**config.mk**
```make
export PLATFORM = sky130hd
export DESIGN_NAME = ucs_status
export DESIGN_NICKNAME = d
export VERILOG_FILES = /design/src/inc/ucs_pkg.sv /design/src/logic/ucs_status.sv /design/src/logic/ucs_rx_fifo.sv
export SDC_FILE = /design/constraint.sdc
export NUM_CORES = 1
export LEC_CHECK = 0
export BUFFER_PORTS_ARGS = -buffer_cell sky130_fd_sc_hd__buf_4
export CAP_MARGIN = 20
export CELL_PAD_IN_SITES_DETAIL_PLACEMENT = 1
export CELL_PAD_IN_SITES_GLOBAL_PLACEMENT = 1
export CORE_MARGIN = 2
export CORE_UTILIZATION = 41
export CTS_CLUSTER_SIZE = 40
export DETAILED_ROUTE_END_ITERATION = 7
export PLACE_DENSITY_LB_ADDON = 0.1
export SETUP_SLACK_MARGIN = 0.05
export SYNTH_ARGS = -nofsm -noshare
export SYNTH_HDL_FRONTEND = slang
export SYNTH_SLANG_ARGS = --single-unit
```
**constraint.sdc**
```tcl
create_clock -name core_clk -period 2.7 [get_ports core_clk]
set_input_delay 0.135 -clock core_clk [delete_from_list [all_inputs] [get_ports core_clk]]
set_output_delay 0.135 -clock core_clk [all_outputs]
set_load 0.05 [all_outputs]
```
**src/inc/ucs_pkg.sv**
```systemverilog
/*
 * Constants for the channel line-status flag block: register map, field
 * positions, command codes, mode bits and FIFO sizes.
 * Assumes a single 40 MHz core clock and an APB master with 32-bit data.
 */
package ucs_pkg;
   // Register indices; byte address is four times the index
   localparam logic [5:0] IDX_DATA   = 6'h00;
   localparam logic [5:0] IDX_STATUS = 6'h01;
   localparam logic [5:0] IDX_CTRL   = 6'h02;
   localparam logic [5:0] IDX_CMD    = 6'h03;

   // Status bit positions
   localparam int ST_BREAK   = 7;
   localparam int ST_FRAME   = 6;
   localparam int ST_PARITY  = 5;
   localparam int ST_OVERRUN = 4;
   localparam int ST_TXEMPTY = 3;
   localparam int ST_TXREADY = 2;
   localparam int ST_RXFULL  = 1;
   localparam int ST_RXREADY = 0;

   // Per-character flag positions inside a FIFO entry
   localparam int FL_BREAK  = 2;
   localparam int FL_FRAME  = 1;
   localparam int FL_PARITY = 0;
   localparam int FL_W      = 3;

   // Control register fields
   localparam int CT_TXEN   = 0;
   localparam int CT_BLOCK  = 1;
   localparam int CT_PARITY = 2;
   localparam int CT_MDROP  = 3;
   localparam int CT_W      = 4;
   localparam logic [3:0] CTRL_RESET = 4'h0;

   // Command codes in the low nibble of the command register
   localparam logic [3:0] CMD_RST_RX  = 4'h2;
   localparam logic [3:0] CMD_RST_TX  = 4'h3;
   localparam logic [3:0] CMD_RST_ERR = 4'h4;

   // FIFO sizes and data width
   localparam int DATA_W   = 8;
   localparam int RX_DEPTH = 8;
   localparam int TX_DEPTH = 8;
   localparam int CNT_W    = 4;
   localparam logic [CNT_W-1:0] RX_FULL_CNT = 4'h8;
   localparam logic [CNT_W-1:0] TX_FULL_CNT = 4'h8;

   // Marking samples on the 1x rate needed to end a break
   localparam logic [1:0] MARK_EDGES = 2'h2;
endpackage : ucs_pkg

```
**src/logic/ucs_status.sv**
```systemverilog
/*
 * Line-status flag logic for one serial channel with an APB register slave.
 * Holds receive error tracking, break handling, transmit empty/ready flags
 * and the status register. Receiver and transmitter sit outside on the
 * same clock and report events as one-cycle strobes; the receive line
 * itself arrives asynchronously and is resynchronised here.
 */
`timescale 1ns/100ps
module ucs_status
   import ucs_pkg::*;
(
   // Clock and reset
   input  wire logic              core_clk,
   input  wire logic              arst_n,
   // APB slave
   input  wire logic              psel,
   input  wire logic              penable,
   input  wire logic              pwrite,
   input  wire logic [7:0]        paddr,
   input  wire logic [31:0]       pwdata,
   output logic      [31:0]       prdata_ff,
   output logic                   pready_ff,
   output logic                   pslverr_ff,
   // Receiver events
   input  wire logic              serial_rx_input,
   input  wire logic              bit_clk_en,
   input  wire logic              rx_char_done,
   input  wire logic [DATA_W-1:0] rx_char_data,
   input  wire logic              rx_stop_bit,
   input  wire logic              rx_parity_ok,
   input  wire logic              rx_ad_bit,
   // Transmitter events
   input  wire logic              tx_char_moved,
   input  wire logic              tx_stop_sent,
   output logic                   tx_load_ff,
   output logic      [DATA_W-1:0] tx_data_ff,
   output logic                   tx_active_ff,
   // Break change event
   output logic                   break_change_ff
);
   ////////////////////////////////////////////////////////////////////////
   // Declarations
   logic              rx_sync1_ff, rx_line_ff;
   logic [CT_W-1:0]   ctrl_ff, nxt_ctrl;
   logic [31:0]       nxt_prdata;
   logic              nxt_pready, nxt_pslverr;
   logic              acc_wr, acc_rd, setup;
   logic              cmd_err, cmd_rx, cmd_tx, rx_pop, host_load;
   logic              inhibit_ff, nxt_inhibit;
   logic [1:0]        mark_ff, nxt_mark;
   logic              nxt_brk_chg;
   logic              ovr_ff, nxt_ovr;
   logic [FL_W-1:0]   acc_ff, nxt_acc;
   logic [CNT_W-1:0]  txc_ff, nxt_txc;
   logic              txe_ff, nxt_txe, txr_ff, nxt_txr, nxt_active;
   logic              nxt_load;
   logic [DATA_W-1:0] nxt_txd;
   logic              is_break, push;
   logic [FL_W-1:0]   char_flags;
   logic [DATA_W-1:0] head_data;
   logic [FL_W-1:0]   head_flags, entered_flags;
   logic [CNT_W-1:0]  rx_cnt;
   logic              hold_vld, fifo_ovr, entered;
   logic [7:0]        status;

   // Register index match for an aligned word
   function automatic logic reg_hit(input logic [7:0] a, input logic [5:0] idx);
      reg_hit = (a[7:2] == idx) && (a[1:0] == 2'h0);
   endfunction : reg_hit

   ////////////////////////////////////////////////////////////////////////
   // Receive line synchroniser; only the second stage is read
   always_ff @(posedge core_clk or negedge arst_n)
   begin
      if (!arst_n)
      begin
         rx_sync1_ff <= 1'b1;
         rx_line_ff  <= 1'b1;
      end
      else
      begin
         rx_sync1_ff <= serial_rx_input;
         rx_line_ff  <= rx_sync1_ff;
      end
   end

   ////////////////////////////////////////////////////////////////////////
   // APB decode: zero wait state, write and read effects at the access edge
   assign setup     = psel && !penable;
   assign acc_wr    = psel && penable && pready_ff && pwrite;
   assign acc_rd    = psel && penable && pready_ff && !pwrite;
   assign cmd_err   = acc_wr && reg_hit(paddr, IDX_CMD) && (pwdata[3:0] == CMD_RST_ERR);
   assign cmd_rx    = acc_wr && reg_hit(paddr, IDX_CMD) && (pwdata[3:0] == CMD_RST_RX);
   assign cmd_tx    = acc_wr && reg_hit(paddr, IDX_CMD) && (pwdata[3:0] == CMD_RST_TX);
   assign rx_pop    = acc_rd && reg_hit(paddr, IDX_DATA);
   // Loads while not ready are lost, as on the real line
   assign host_load = acc_wr && reg_hit(paddr, IDX_DATA) && txr_ff;

   // Read data is prepared in the setup cycle so it comes from a flop
   always_comb
   begin
      nxt_pready  = setup;
      nxt_pslverr = setup && !(reg_hit(paddr, IDX_DATA) || reg_hit(paddr, IDX_STATUS) ||
                               reg_hit(paddr, IDX_CTRL) || reg_hit(paddr, IDX_CMD));
      nxt_prdata  = '0;
      if (setup && !pwrite)
      begin
         if (reg_hit(paddr, IDX_DATA))
            nxt_prdata = {24'h000000, head_data};
         else if (reg_hit(paddr, IDX_STATUS))
            nxt_prdata = {24'h000000, status};
         else if (reg_hit(paddr, IDX_CTRL))
            nxt_prdata = {28'h0000000, ctrl_ff};
      end
      nxt_ctrl = ctrl_ff;
      if (acc_wr && reg_hit(paddr, IDX_CTRL))
         nxt_ctrl = pwdata[CT_W-1:0];
   end

   always_ff @(posedge core_clk or negedge arst_n)
   begin
      if (!arst_n)
      begin
         prdata_ff  <= '0;
         pready_ff  <= 1'b0;
         pslverr_ff <= 1'b0;
         ctrl_ff    <= CTRL_RESET;
      end
      else
      begin
         prdata_ff  <= nxt_prdata;
         pready_ff  <= nxt_pready;
         pslverr_ff <= nxt_pslverr;
         ctrl_ff    <= nxt_ctrl;
      end
   end

   ////////////////////////////////////////////////////////////////////////
   // Character flags; the receiver only flags all-zero once the whole frame
   // time has been spacing, so a mid-character break shows one char later
   assign is_break  = (rx_char_data == '0) && !rx_stop_bit;
   assign char_flags[FL_BREAK]  = is_break;
   assign char_flags[FL_FRAME]  = !rx_stop_bit;
   assign char_flags[FL_PARITY] = ctrl_ff[CT_MDROP] ? rx_ad_bit
                                : ctrl_ff[CT_PARITY] && !rx_parity_ok;
   assign push = rx_char_done && !inhibit_ff;

   ucs_rx_fifo u_rx_fifo
   (
      .core_clk      (core_clk),
      .arst_n        (arst_n),
      .flush         (cmd_rx),
      .clr_flags     (cmd_err),
      .push          (push),
      .push_data     (rx_char_data),
      .push_flags    (char_flags),
      .pop           (rx_pop),
      .head_data     (head_data),
      .head_flags    (head_flags),
      .count         (rx_cnt),
      .hold_vld      (hold_vld),
      .overrun       (fifo_ovr),
      .entered       (entered),
      .entered_flags (entered_flags)
   );

   ////////////////////////////////////////////////////////////////////////
   // Break inhibit, overrun and block-mode accumulator; sets beat clears
   always_comb
   begin
      nxt_inhibit = inhibit_ff;
      nxt_mark    = mark_ff;
      nxt_brk_chg = 1'b0;
      if (inhibit_ff && bit_clk_en)
         nxt_mark = rx_line_ff ? mark_ff + 2'h1 : 2'h0;
      if (inhibit_ff && nxt_mark == MARK_EDGES)
      begin
         nxt_inhibit = 1'b0;
         nxt_mark    = 2'h0;
         nxt_brk_chg = 1'b1;
      end
      if (push && is_break)
      begin
         nxt_inhibit = 1'b1;
         nxt_mark    = 2'h0;
         nxt_brk_chg = 1'b1;
      end
      nxt_ovr = (ovr_ff && !cmd_err) || fifo_ovr;
      nxt_acc = (cmd_err || cmd_rx) ? '0 : acc_ff;
      if (entered)
         nxt_acc = nxt_acc | entered_flags;
   end

   always_ff @(posedge core_clk or negedge arst_n)
   begin
      if (!arst_n)
      begin
         inhibit_ff      <= 1'b0;
         mark_ff         <= 2'h0;
         break_change_ff <= 1'b0;
         ovr_ff          <= 1'b0;
         acc_ff          <= '0;
      end
      else
      begin
         inhibit_ff      <= nxt_inhibit;
         mark_ff         <= nxt_mark;
         break_change_ff <= nxt_brk_chg;
         ovr_ff          <= nxt_ovr;
         acc_ff          <= nxt_acc;
      end
   end

   ////////////////////////////////////////////////////////////////////////
   // Transmit side: occupancy, empty and ready, delayed disable
   always_comb
   begin
      nxt_txc    = txc_ff;
      nxt_txe    = txe_ff;
      nxt_active = tx_active_ff;
      nxt_load   = host_load;
      nxt_txd    = host_load ? pwdata[DATA_W-1:0] : tx_data_ff;
      if (tx_char_moved && txc_ff != '0)
         nxt_txc = nxt_txc - 4'h1;
      if (host_load)
      begin
         nxt_txc = nxt_txc + 4'h1;
         nxt_txe = 1'b0;
      end
      else if (tx_stop_sent && txc_ff == '0 && !tx_char_moved)
         nxt_txe = 1'b1;
      if (ctrl_ff[CT_TXEN] && !tx_active_ff)
      begin
         nxt_active = 1'b1;
         nxt_txe    = 1'b1;
      end
      else if (!ctrl_ff[CT_TXEN] && tx_active_ff && (txe_ff || nxt_txe))
      begin
         // Disable waits for the line to drain, then takes effect
         nxt_active = 1'b0;
         nxt_txe    = 1'b0;
         nxt_txc    = '0;
      end
      if (cmd_tx)
      begin
         nxt_active = 1'b0;
         nxt_txe    = 1'b0;
         nxt_txc    = '0;
         nxt_load   = 1'b0;
      end
      nxt_txr = nxt_active && (nxt_txc != TX_FULL_CNT);
   end

   always_ff @(posedge core_clk or negedge arst_n)
   begin
      if (!arst_n)
      begin
         txc_ff       <= '0;
         txe_ff       <= 1'b0;
         txr_ff       <= 1'b0;
         tx_active_ff <= 1'b0;
         tx_load_ff   <= 1'b0;
         tx_data_ff   <= '0;
      end
      else
      begin
         txc_ff       <= nxt_txc;
         txe_ff       <= nxt_txe;
         txr_ff       <= nxt_txr;
         tx_active_ff <= nxt_active;
         tx_load_ff   <= nxt_load;
         tx_data_ff   <= nxt_txd;
      end
   end

   ////////////////////////////////////////////////////////////////////////
   // Status image: head flags or block accumulator above the live bits
   always_comb
   begin
      status[ST_BREAK:ST_PARITY] = ctrl_ff[CT_BLOCK] ? acc_ff
                                 : (rx_cnt != '0 ? head_flags : '0);
      status[ST_OVERRUN] = ovr_ff;
      status[ST_TXEMPTY] = txe_ff;
      status[ST_TXREADY] = txr_ff;
      status[ST_RXFULL]  = (rx_cnt == RX_FULL_CNT);
      status[ST_RXREADY] = (rx_cnt != '0);
   end
endmodule : ucs_status

```
**src/logic/ucs_rx_fifo.sv**
```systemverilog
/*
 * Receive FIFO with a one-character holding stage standing for the receive
 * shift register. Each entry keeps data and its three error flags.
 * Assumes push and pop are single-cycle strobes on the core clock.
 */
`timescale 1ns/100ps
module ucs_rx_fifo
   import ucs_pkg::*;
(
   // Clock and reset
   input  wire logic              core_clk,
   input  wire logic              arst_n,
   // Control
   input  wire logic              flush,
   input  wire logic              clr_flags,
   // Write side
   input  wire logic              push,
   input  wire logic [DATA_W-1:0] push_data,
   input  wire logic [FL_W-1:0]   push_flags,
   // Read side
   input  wire logic              pop,
   output logic      [DATA_W-1:0] head_data,
   output logic      [FL_W-1:0]   head_flags,
   // State
   output logic      [CNT_W-1:0]  count,
   output logic                   hold_vld,
   output logic                   overrun,
   output logic                   entered,
   output logic      [FL_W-1:0]   entered_flags
);
   logic [DATA_W+FL_W-1:0] mem_ff [RX_DEPTH];
   logic [DATA_W+FL_W-1:0] nxt_mem [RX_DEPTH];
   logic [2:0]             rp_ff, nxt_rp, wp_ff, nxt_wp;
   logic [CNT_W-1:0]       cnt_ff, nxt_cnt;
   logic                   hv_ff, nxt_hv;
   logic [DATA_W+FL_W-1:0] hold_ff, nxt_hold;
   logic                   do_pop, full;

   assign full          = (cnt_ff == RX_FULL_CNT);
   assign do_pop        = pop && (cnt_ff != '0);
   assign head_data     = mem_ff[rp_ff][DATA_W+FL_W-1:FL_W];
   assign head_flags    = mem_ff[rp_ff][FL_W-1:0];
   assign count         = cnt_ff;
   assign hold_vld      = hv_ff;
   // New character with FIFO full and one already held: held one is lost
   assign overrun       = push && full && hv_ff && !do_pop;
   assign entered_flags = hv_ff && do_pop ? hold_ff[FL_W-1:0] : push_flags;

   // Next state of pointers, holding stage and storage
   always_comb
   begin
      nxt_mem  = mem_ff;
      nxt_rp   = rp_ff;
      nxt_wp   = wp_ff;
      nxt_cnt  = cnt_ff;
      nxt_hv   = hv_ff;
      nxt_hold = hold_ff;
      entered  = 1'b0;
      if (clr_flags)
      begin
         for (int i = 0; i < RX_DEPTH; i++)
            nxt_mem[i][FL_W-1:0] = '0;
         nxt_hold[FL_W-1:0] = '0;
      end
      if (do_pop)
      begin
         nxt_rp  = rp_ff + 3'h1;
         nxt_cnt = cnt_ff - 4'h1;
      end
      if (do_pop && hv_ff)
      begin
         // Held character takes the freed place, so full stays set
         nxt_mem[wp_ff] = hold_ff;
         nxt_wp  = wp_ff + 3'h1;
         nxt_cnt = cnt_ff;
         nxt_hv  = 1'b0;
         entered = 1'b1;
      end
      if (push)
      begin
         if (!full || (do_pop && !hv_ff))
         begin
            nxt_mem[wp_ff] = {push_data, push_flags};
            nxt_wp  = wp_ff + 3'h1;
            nxt_cnt = do_pop ? cnt_ff : cnt_ff + 4'h1;
            entered = 1'b1;
         end
         else
         begin
            // Replaces any held character with its flags
            nxt_hold = {push_data, push_flags};
            nxt_hv   = 1'b1;
         end
      end
      if (flush)
      begin
         nxt_rp  = '0;
         nxt_wp  = '0;
         nxt_cnt = '0;
         nxt_hv  = 1'b0;
         entered = 1'b0;
      end
   end

   // Registers
   always_ff @(posedge core_clk or negedge arst_n)
   begin
      if (!arst_n)
      begin
         for (int i = 0; i < RX_DEPTH; i++)
            mem_ff[i] <= '0;
         rp_ff   <= '0;
         wp_ff   <= '0;
         cnt_ff  <= '0;
         hv_ff   <= 1'b0;
         hold_ff <= '0;
      end
      else
      begin
         mem_ff  <= nxt_mem;
         rp_ff   <= nxt_rp;
         wp_ff   <= nxt_wp;
         cnt_ff  <= nxt_cnt;
         hv_ff   <= nxt_hv;
         hold_ff <= nxt_hold;
      end
   end
endmodule : ucs_rx_fifo

```
==> results of run 1 <==
## cell families (layout without fill, tap and decap cells)
family | after synthesis | in the layout | synth area share, %
AOI/OAI and AO/OA | 164 | 164 | 12.1
xor gates and xnor gates | 10 | 10 | 1.05
adders and majority gates | 7 | 7 | 1.02
buffers and inverters | 106 | 174 | 6.53
DFF | 150 | 150 | 45.2
muxes | 107 | 107 | 16.4
other | 1 | 24 | 0.0451
and+or+nand+nor | 299 | 299 | 17.7
## sequential cells by signal, summed over array words and instances (netlist names)
name / cells
tx_data_ff: 8
inhibit_ff: 1
txe_ff: 1
rx_line_ff: 1
pslverr_ff: 1
txr_ff: 1
u_rx_fifo.mem_ff: 88
u_rx_fifo.count: 4
tx_load_ff: 1
u_rx_fifo.rp_ff: 3
tx_active_ff: 1
mark_ff: 2
u_rx_fifo.wp_ff: 3
pready_ff: 1
u_rx_fifo.hold_vld: 1
ovr_ff: 1
txc_ff: 4
break_change_ff: 1
rx_sync1_ff: 1
u_rx_fifo.hold_ff: 11
ctrl_ff: 4
acc_ff: 3
prdata_ff: 8
## worst min path at each step
stage	startpoint	to
after floorplan	arst_n	acc_ff[0]
after global placement	arst_n	u_rx_fifo.count[3]
after detailed placement	arst_n	u_rx_fifo.count[3]
after CTS	rx_char_data[2]	u_rx_fifo.mem_ff[5]
after global routing	rx_char_data[7]	u_rx_fifo.mem_ff[21]
final	rx_char_data[2]	u_rx_fifo.mem_ff[27]
## synthesized netlist by cell type, types with 5 or more instances
| cell type | count |
|---|---|
| sky130_fd_sc_hd__a211oi_1 | 21 |
| sky130_fd_sc_hd__or3_1 | 5 |
| sky130_fd_sc_hd__a31oi_1 | 19 |
| sky130_fd_sc_hd__buf_4 | 24 |
| sky130_fd_sc_hd__nand3_1 | 19 |
| sky130_fd_sc_hd__dfrtp_1 | 148 |
| sky130_fd_sc_hd__nor3_1 | 26 |
| sky130_fd_sc_hd__or2_2 | 5 |
| sky130_fd_sc_hd__mux4_2 | 22 |
| sky130_fd_sc_hd__clkbuf_1 | 40 |
| sky130_fd_sc_hd__buf_6 | 5 |
| sky130_fd_sc_hd__inv_1 | 11 |
| sky130_fd_sc_hd__and3_1 | 13 |
| sky130_fd_sc_hd__ha_1 | 6 |
| sky130_fd_sc_hd__a21oi_1 | 54 |
| sky130_fd_sc_hd__buf_2 | 14 |
| sky130_fd_sc_hd__buf_1 | 10 |
| sky130_fd_sc_hd__nor3_2 | 5 |
| sky130_fd_sc_hd__mux2i_1 | 73 |
| sky130_fd_sc_hd__mux2_2 | 12 |
| sky130_fd_sc_hd__nand2_1 | 114 |
| sky130_fd_sc_hd__a22oi_1 | 6 |
| sky130_fd_sc_hd__xnor2_1 | 8 |
| sky130_fd_sc_hd__nand4_1 | 9 |
| sky130_fd_sc_hd__o21ai_0 | 41 |
| sky130_fd_sc_hd__nor2_1 | 58 |
| sky130_fd_sc_hd__and2_1 | 6 |
| sky130_fd_sc_hd__nor2b_1 | 7 |
| sky130_fd_sc_hd__nor4_1 | 5 |
## worst max-delay path: stages, from the launching register on
cell,delay (ps)
sky130_fd_sc_hd__dfrtp_1,350
sky130_fd_sc_hd__inv_1,70
sky130_fd_sc_hd__ha_2,210
sky130_fd_sc_hd__nor3b_1,160
sky130_fd_sc_hd__or3_1,380
sky130_fd_sc_hd__or3_4,370
sky130_fd_sc_hd__buf_4,190
sky130_fd_sc_hd__nor3_2,200
sky130_fd_sc_hd__buf_6,190
sky130_fd_sc_hd__nand2_1,90
sky130_fd_sc_hd__a31oi_2,240
## layout make-up
cell class | count | area share, %
Clock buffer | 20 | 4.58
Inverter | 13 | 0.490
Timing Repair Buffer | 129 | 10.6
Clock inverter | 12 | 1.28
Sequential cell | 150 | 37.7
Multi-Input combinational cell | 611 | 42.0
Tap cell | 270 | 3.39
## stage by stage
step	std cells	instance area [sq um]	setup WS [ps]
after detailed placement	1157	9160	76.1
after floorplan	867	8400	217
after global routing	1205	9960	54.0
final	1205	9960	154
after global placement	1157	9160	187
after CTS	1204	9910	81.9
## report_power, final
part | switching [uW] | internal (uW)
Clock | 988 | 1410
Sequential | 665 | 3050
Combinational | 1600 | 1330
Total | 3250 | 5790
## routing by layer
layer | track usage [%] | up-vias | part of all wire (%)
met5 | 0 | - | 0
met4 | 7.96 | 0 | 1.9
met3 | 3.69 | 37 | 3.5
met2 | 44.2 | 174 | 51
met1 | 33.3 | 3509 | 44
li1 | - | 3117 | -
## what timing repair did
item,4_1_cts,5_1_grt
endpoints found under the setup margin,1,33
gates resized for setup,3,12
setup buffers,0,1
hold buffers,15,0
pin swaps,0,1
endpoints found under the hold margin,69,0
==> run metrics, run 1 <==
outcome finished clean; number of warning messages in the yosys log 0; worst min-delay path category in -> reg; fraction of layout instances using a drive strength above 1 23.1%; count of endpoints failing setup in the final report 0; Post-synth EDFFs 0; maximum number of pins on one net before global-route repair 57; iteration count of the initial detailed-routing pass 5; total number of clock tree sinks 150; period utilisation layout 94.3%; Worst-Skew Late Latency 430 ps; first-pass GRT wire length 42200 microns; antenna violations before repair 0; category of the worst setup path launch point flip-flop; CP Capture Point u_rx_fifo.mem_ff[83]; max-slew violations 0; netlist area before placement 0.00831 sq mm; DRC errors left 0; cell row count 52; area growth from synthesis to final layout 19.8%; Worst Hold Depth 3; Core Region 0.0200 sq mm; routed length per placed instance 22.0 microns; antenna fix cells 0; CP Data Arrival Time 2880 ps; highest net fanout along the worst path 10; ys flop type sky130_fd_sc_hd__dfrtp_1; flop and latch count out of synthesis 150; Clock Pin Slew Worst Setup and Hold Paths 70 ps; worst reg2reg endpoint u_rx_fifo.mem_ff[83]; standby leakage power 0.00457 uW; distinct cell type count after synthesis 61; Clock Skew 10.4 ps; sum of overflow across all layers after global routing 0; width of the chip 146 microns; transition time of the tightest slew-check pin 872 ps; overall die height 146 microns; Die Outline Area 0.0214 sq mm; count of pins on the block boundary 106; final layout net count 989; setup repair after global routing missed its margin false; Design Power 9040 uW; global routing usage summed across all routing layers 25.6%; data required time at the worst endpoint 3030 ps; Slew Limit Headroom 41.9%; number of vias after detailed routing 6837; filler cell count 2293; number of global-route vias before repair 7412; critical setup path kind reg -> reg; final core occ 49.7%; final hold violation count 0; overall routed net length 26500 microns; reported max-cap violation count 0; multi-input logic area 0.00418 sq mm; number of buffers created by CTS 17; FMAX 393 MHz; root buffer selected by CTS sky130_fd_sc_hd__clkbuf_16; Post-synth ARST share 100%; most frequent cells in the layout sky130_fd_sc_hd__dfrtp_1 (148), sky130_fd_sc_hd__nand2_1 (113), sky130_fd_sc_hd__buf_4 (109); peak supply drop 0.446 mV; R2R Path Start u_rx_fifo.count[0]; FF-to-FF setup slack 150 ps; Sequential Area 0.00376 sq mm; CTS tree done; count of H-tree levels built during CTS 4; final critical path time including I/O delays and setup 2550 ps; effective utilization at floorplan 41.5%; Avg Synthesized Cell Area 9.85 sq um; commonest non-fill, non-tap cell in the layout sky130_fd_sc_hd__dfrtp_1; Starting DRT DRC Count 393; Synth top area share 44.6%; worst setup path startpoint u_rx_fifo.count[0]; TNS Setup 0 ps; sort of element at the end of the critical path flip-flop; number of buffers added on ports 57; routability-driven placement congestion ratio 0.881; Yosys top cell by area sky130_fd_sc_hd__dfrtp_1; most area-consuming cells after synthesis sky130_fd_sc_hd__dfrtp_1 (45%), sky130_fd_sc_hd__mux2i_1 (8.8%), sky130_fd_sc_hd__mux4_2 (6.0%), sky130_fd_sc_hd__nand2_1 (5.1%), sky130_fd_sc_hd__a21oi_1 (3.3%); Bufs on Longest Clock Path 2; P per Cell Area 907 mW/mm^2; Antenna Nets Post-Route 0; post-detailed-placement half-perimeter wirelength 18100 microns; vias per cell 5.67; cell count of the worst reg-to-reg path 10; portion of the post-synthesis area used by sequential elements 45.2%; Syn Inst Count 844; minimum hold slack 13.5 ps
(Power assumes the default switching activity.)
==> inputs of run 2 (changes only) <==
--- a/config.mk
+++ b/config.mk
@@ -10,7 +10,7 @@
 export CELL_PAD_IN_SITES_DETAIL_PLACEMENT = 1
 export CELL_PAD_IN_SITES_GLOBAL_PLACEMENT = 1
 export CORE_MARGIN = 2
-export CORE_UTILIZATION = 41
+export CORE_UTILIZATION = 49
 export CTS_CLUSTER_SIZE = 40
 export DETAILED_ROUTE_END_ITERATION = 7
 export PLACE_DENSITY_LB_ADDON = 0.1
==> constraint.sdc (replaced) <==
create_clock -name core_clk -period 3.1 [get_ports core_clk]
set_input_delay 0.155 -clock core_clk [delete_from_list [all_inputs] [get_ports core_clk]]
set_output_delay 0.155 -clock core_clk [all_outputs]
set_load 0.05 [all_outputs]
==> run 2 against run 1 <==
  * Die area decreased by 16%
  * Critical path depth decreased by 2
  * Global-route usage increased by 4.2 points
  * Sequential share of layout area increased by 1.4 points
  * Combinational power decreased by 17%
  * Via count increased by 0.99%
  * Critical path type unchanged
==> run metrics, run 2 (synthesis gave the netlist of run 1 again) <==
count of H-tree levels built during CTS 4 (unchanged); final setup slack of the worst path 146 ps (was 154 ps); fraction of layout instances using a drive strength above 1 20.8% (was 23.1%); sum of overflow across all layers after global routing 0 (unchanged); CTS tree done (unchanged); peak supply drop 0.466 mV (was 0.446 mV); number of global-route vias before repair 7451 (was 7412); outcome finished clean (unchanged); antenna violations before repair 0 (unchanged); Die Outline Area 0.0180 sq mm (was 0.0214 sq mm); critical setup path kind reg -> reg (unchanged); Core Region 0.0166 sq mm (was 0.0200 sq mm); root buffer selected by CTS sky130_fd_sc_hd__clkbuf_16 (unchanged); Clock Pin Slew Worst Setup and Hold Paths 60 ps (was 70 ps); CP Capture Point u_rx_fifo.mem_ff[87] (was u_rx_fifo.mem_ff[83]); worst reg2reg endpoint u_rx_fifo.mem_ff[87] (was u_rx_fifo.mem_ff[83]); setup repair after global routing missed its margin true (was false); DRC errors left 0 (unchanged); sort of element at the end of the critical path flip-flop (unchanged); Bufs on Longest Clock Path 2 (unchanged); P per Cell Area 810 mW/mm^2 (was 907 mW/mm^2); count of endpoints failing setup in the final report 0 (unchanged); iteration count of the initial detailed-routing pass 5 (unchanged); count of pins on the block boundary 106 (unchanged); area growth from synthesis to final layout 15.7% (was 19.8%); number of buffers created by CTS 17 (unchanged); FMAX 338 MHz (was 393 MHz); data required time at the worst endpoint 3350 ps (was 3030 ps); number of non-filler instances in the completed layout 1129 (was 1205); Clock Skew 7.79 ps (was 10.4 ps); total number of clock tree sinks 150 (unchanged); routed length per placed instance 22.8 microns (was 22.0 microns); max-slew violations 0 (unchanged); Worst-Skew Late Latency 430 ps (about the same); R2R Path Start u_rx_fifo.count[1] (was u_rx_fifo.count[0]); cell count of the worst reg-to-reg path 8 (was 10); Antenna Nets Post-Route 0 (unchanged); GRT met2 Usage 50.8% (was 44.2%); antenna fix cells 0 (unchanged); number of flip-flops under the largest register name 88 (unchanged); maximum number of pins on one net before global-route repair 72 (was 57); category of the worst setup path launch point flip-flop (unchanged); period utilisation layout 95.3% (was 94.3%); largest reg by FF count u_rx_fifo.mem_ff (unchanged); buffers inserted during post-CTS setup optimization 0 (unchanged); CP Data Arrival Time 3200 ps (was 2880 ps); worst setup path startpoint u_rx_fifo.count[1] (was u_rx_fifo.count[0]); highest net fanout along the worst path 11 (was 10); standby leakage power 0.00444 uW (was 0.00457 uW); met3 GRT Util 5.33% (was 3.69%); cell count after placement 1087 (was 1157); Slew Limit Headroom 36.2% (was 41.9%); first-pass GRT wire length 41100 microns (was 42200 microns); most frequent cells in the layout sky130_fd_sc_hd__dfrtp_1 (148), sky130_fd_sc_hd__nand2_1 (114), sky130_fd_sc_hd__buf_4 (92) (was sky130_fd_sc_hd__dfrtp_1 (148), sky130_fd_sc_hd__nand2_1 (113), sky130_fd_sc_hd__buf_4 (109)); cell row count 47 (was 52); vias per cell 6.12 (was 5.67); final hold violation count 0 (unchanged); overall routed net length 25800 microns (was 26500 microns); TNS Setup 0 ps (unchanged); width of the chip 134 microns (was 146 microns); routability-driven placement congestion ratio 0.832 (was 0.881); M1 GR Usage 38.8% (was 33.3%); FF-to-FF setup slack 150 ps (about the same); global routing usage summed across all routing layers 29.8% (was 25.6%); overall die height 134 microns (was 146 microns); final layout net count 963 (was 989); effective utilization at floorplan 50.1% (was 41.5%); final critical path time including I/O delays and setup 2950 ps (was 2550 ps); reported max-cap violation count 0 (unchanged); post-detailed-placement half-perimeter wirelength 17200 microns (was 18100 microns); post-route standard cell area excluding fillers 0.00962 sq mm (was 0.00996 sq mm); minimum hold slack 10.3 ps (was 13.5 ps); worst min-delay path category in -> reg (unchanged); Starting DRT DRC Count 492 (was 393); number of vias after detailed routing 6905 (was 6837); transition time of the tightest slew-check pin 957 ps (was 872 ps); number of buffers added on ports 57 (unchanged); cell area after placement 0.00891 sq mm (was 0.00916 sq mm); Most Crowded Layer GR met2 (unchanged); commonest non-fill, non-tap cell in the layout sky130_fd_sc_hd__dfrtp_1 (unchanged); setup slack at placement 189 ps (was 76.1 ps); largest registers u_rx_fifo.mem_ff: 88 flops, u_rx_fifo.hold_ff: 11 flops (unchanged)
## run 2: changes by cell type in the layout (fill, tap and decap cells not counted), moves of 2 or more
| cell | before | now |
|---|---|---|
| sky130_fd_sc_hd__buf_12 | 3 | 0 |
| sky130_fd_sc_hd__buf_4 | 109 | 92 |
| sky130_fd_sc_hd__clkinvlp_4 | 4 | 1 |
| sky130_fd_sc_hd__dlygate4sd3_1 | 15 | 10 |
| sky130_fd_sc_hd__inv_1 | 9 | 11 |
| sky130_fd_sc_hd__inv_2 | 2 | 0 |
| sky130_fd_sc_hd__nor3_1 | 21 | 17 |
| sky130_fd_sc_hd__nor3_2 | 10 | 14 |
## run 2: how the worst min path moves through the flow
| stage | startpoint | to | depth (start not counted) |
|---|---|---|---|
| 6_report | pwdata[0] | ctrl_ff[0] | 3 |
| 5_1_grt | psel | pready_ff | 2 |
| 4_1_cts | pwdata[0] | ctrl_ff[0] | 3 |
| 3_5_place_dp | arst_n | u_rx_fifo.count[3] | 1 |
| 3_3_place_gp | arst_n | u_rx_fifo.count[3] | 1 |
| 2_1_floorplan | arst_n | acc_ff[0] | 0 |
## run 2: final cells by class
type / instances / area [sq um]
clock buffers: 21 / 460
fillers: 1880 / 6970
inverters: 13 / 48.8
repair buffers: 103 / 802
clock inverters: 11 / 123
multi-input cells: 611 / 4150
well taps: 220 / 275
flip-flops and latches: 150 / 3760
## run 2: power by group
part	internal [uW]	switching (uW)	total (uW)	leakage [uW]
sequential	2660	616	3280	0.00183
clock	1230	856	2090	0.000288
combinational	1060	1360	2430	0.00231
total	4950	2830	7790	0.00444
## run 2: critical path, stage by stage (launching register included)
cell and delay [ps]:
sky130_fd_sc_hd__dfrtp_1 450, sky130_fd_sc_hd__inv_1 70, sky130_fd_sc_hd__ha_1 210, sky130_fd_sc_hd__nor3b_1 160, sky130_fd_sc_hd__or3_1 440, sky130_fd_sc_hd__or3_1 480
sky130_fd_sc_hd__or3_1 630, sky130_fd_sc_hd__nand2_1 180, sky130_fd_sc_hd__a31oi_1 140
## run 2: metrics by stage
step / util (%) / total power (uW)
final: 58.0 / 7790
after global routing: 58.0 / 8210
after detailed placement: 53.7 / 5610
after global placement: 53.7 / 5360
after CTS: 57.9 / 7760
after floorplan: - / 4890
## run 2: layer usage
| metal | routed length (microns) | up-vias |
|---|---|---|
| met5 | 0 | - |
| met4 | 590 | 0 |
| met3 | 1290 | 53 |
| met2 | 13000 | 223 |
| met1 | 10800 | 3561 |
| li1 | - | 3068 |
## run 2: timing repair
item	in CTS	in global routing
gates cloned	0	0
setup endpoints to repair	1	14
hold endpoints to repair	79	0
resized for setup	1	4
pin swaps	0	0
hold buffers	10	0
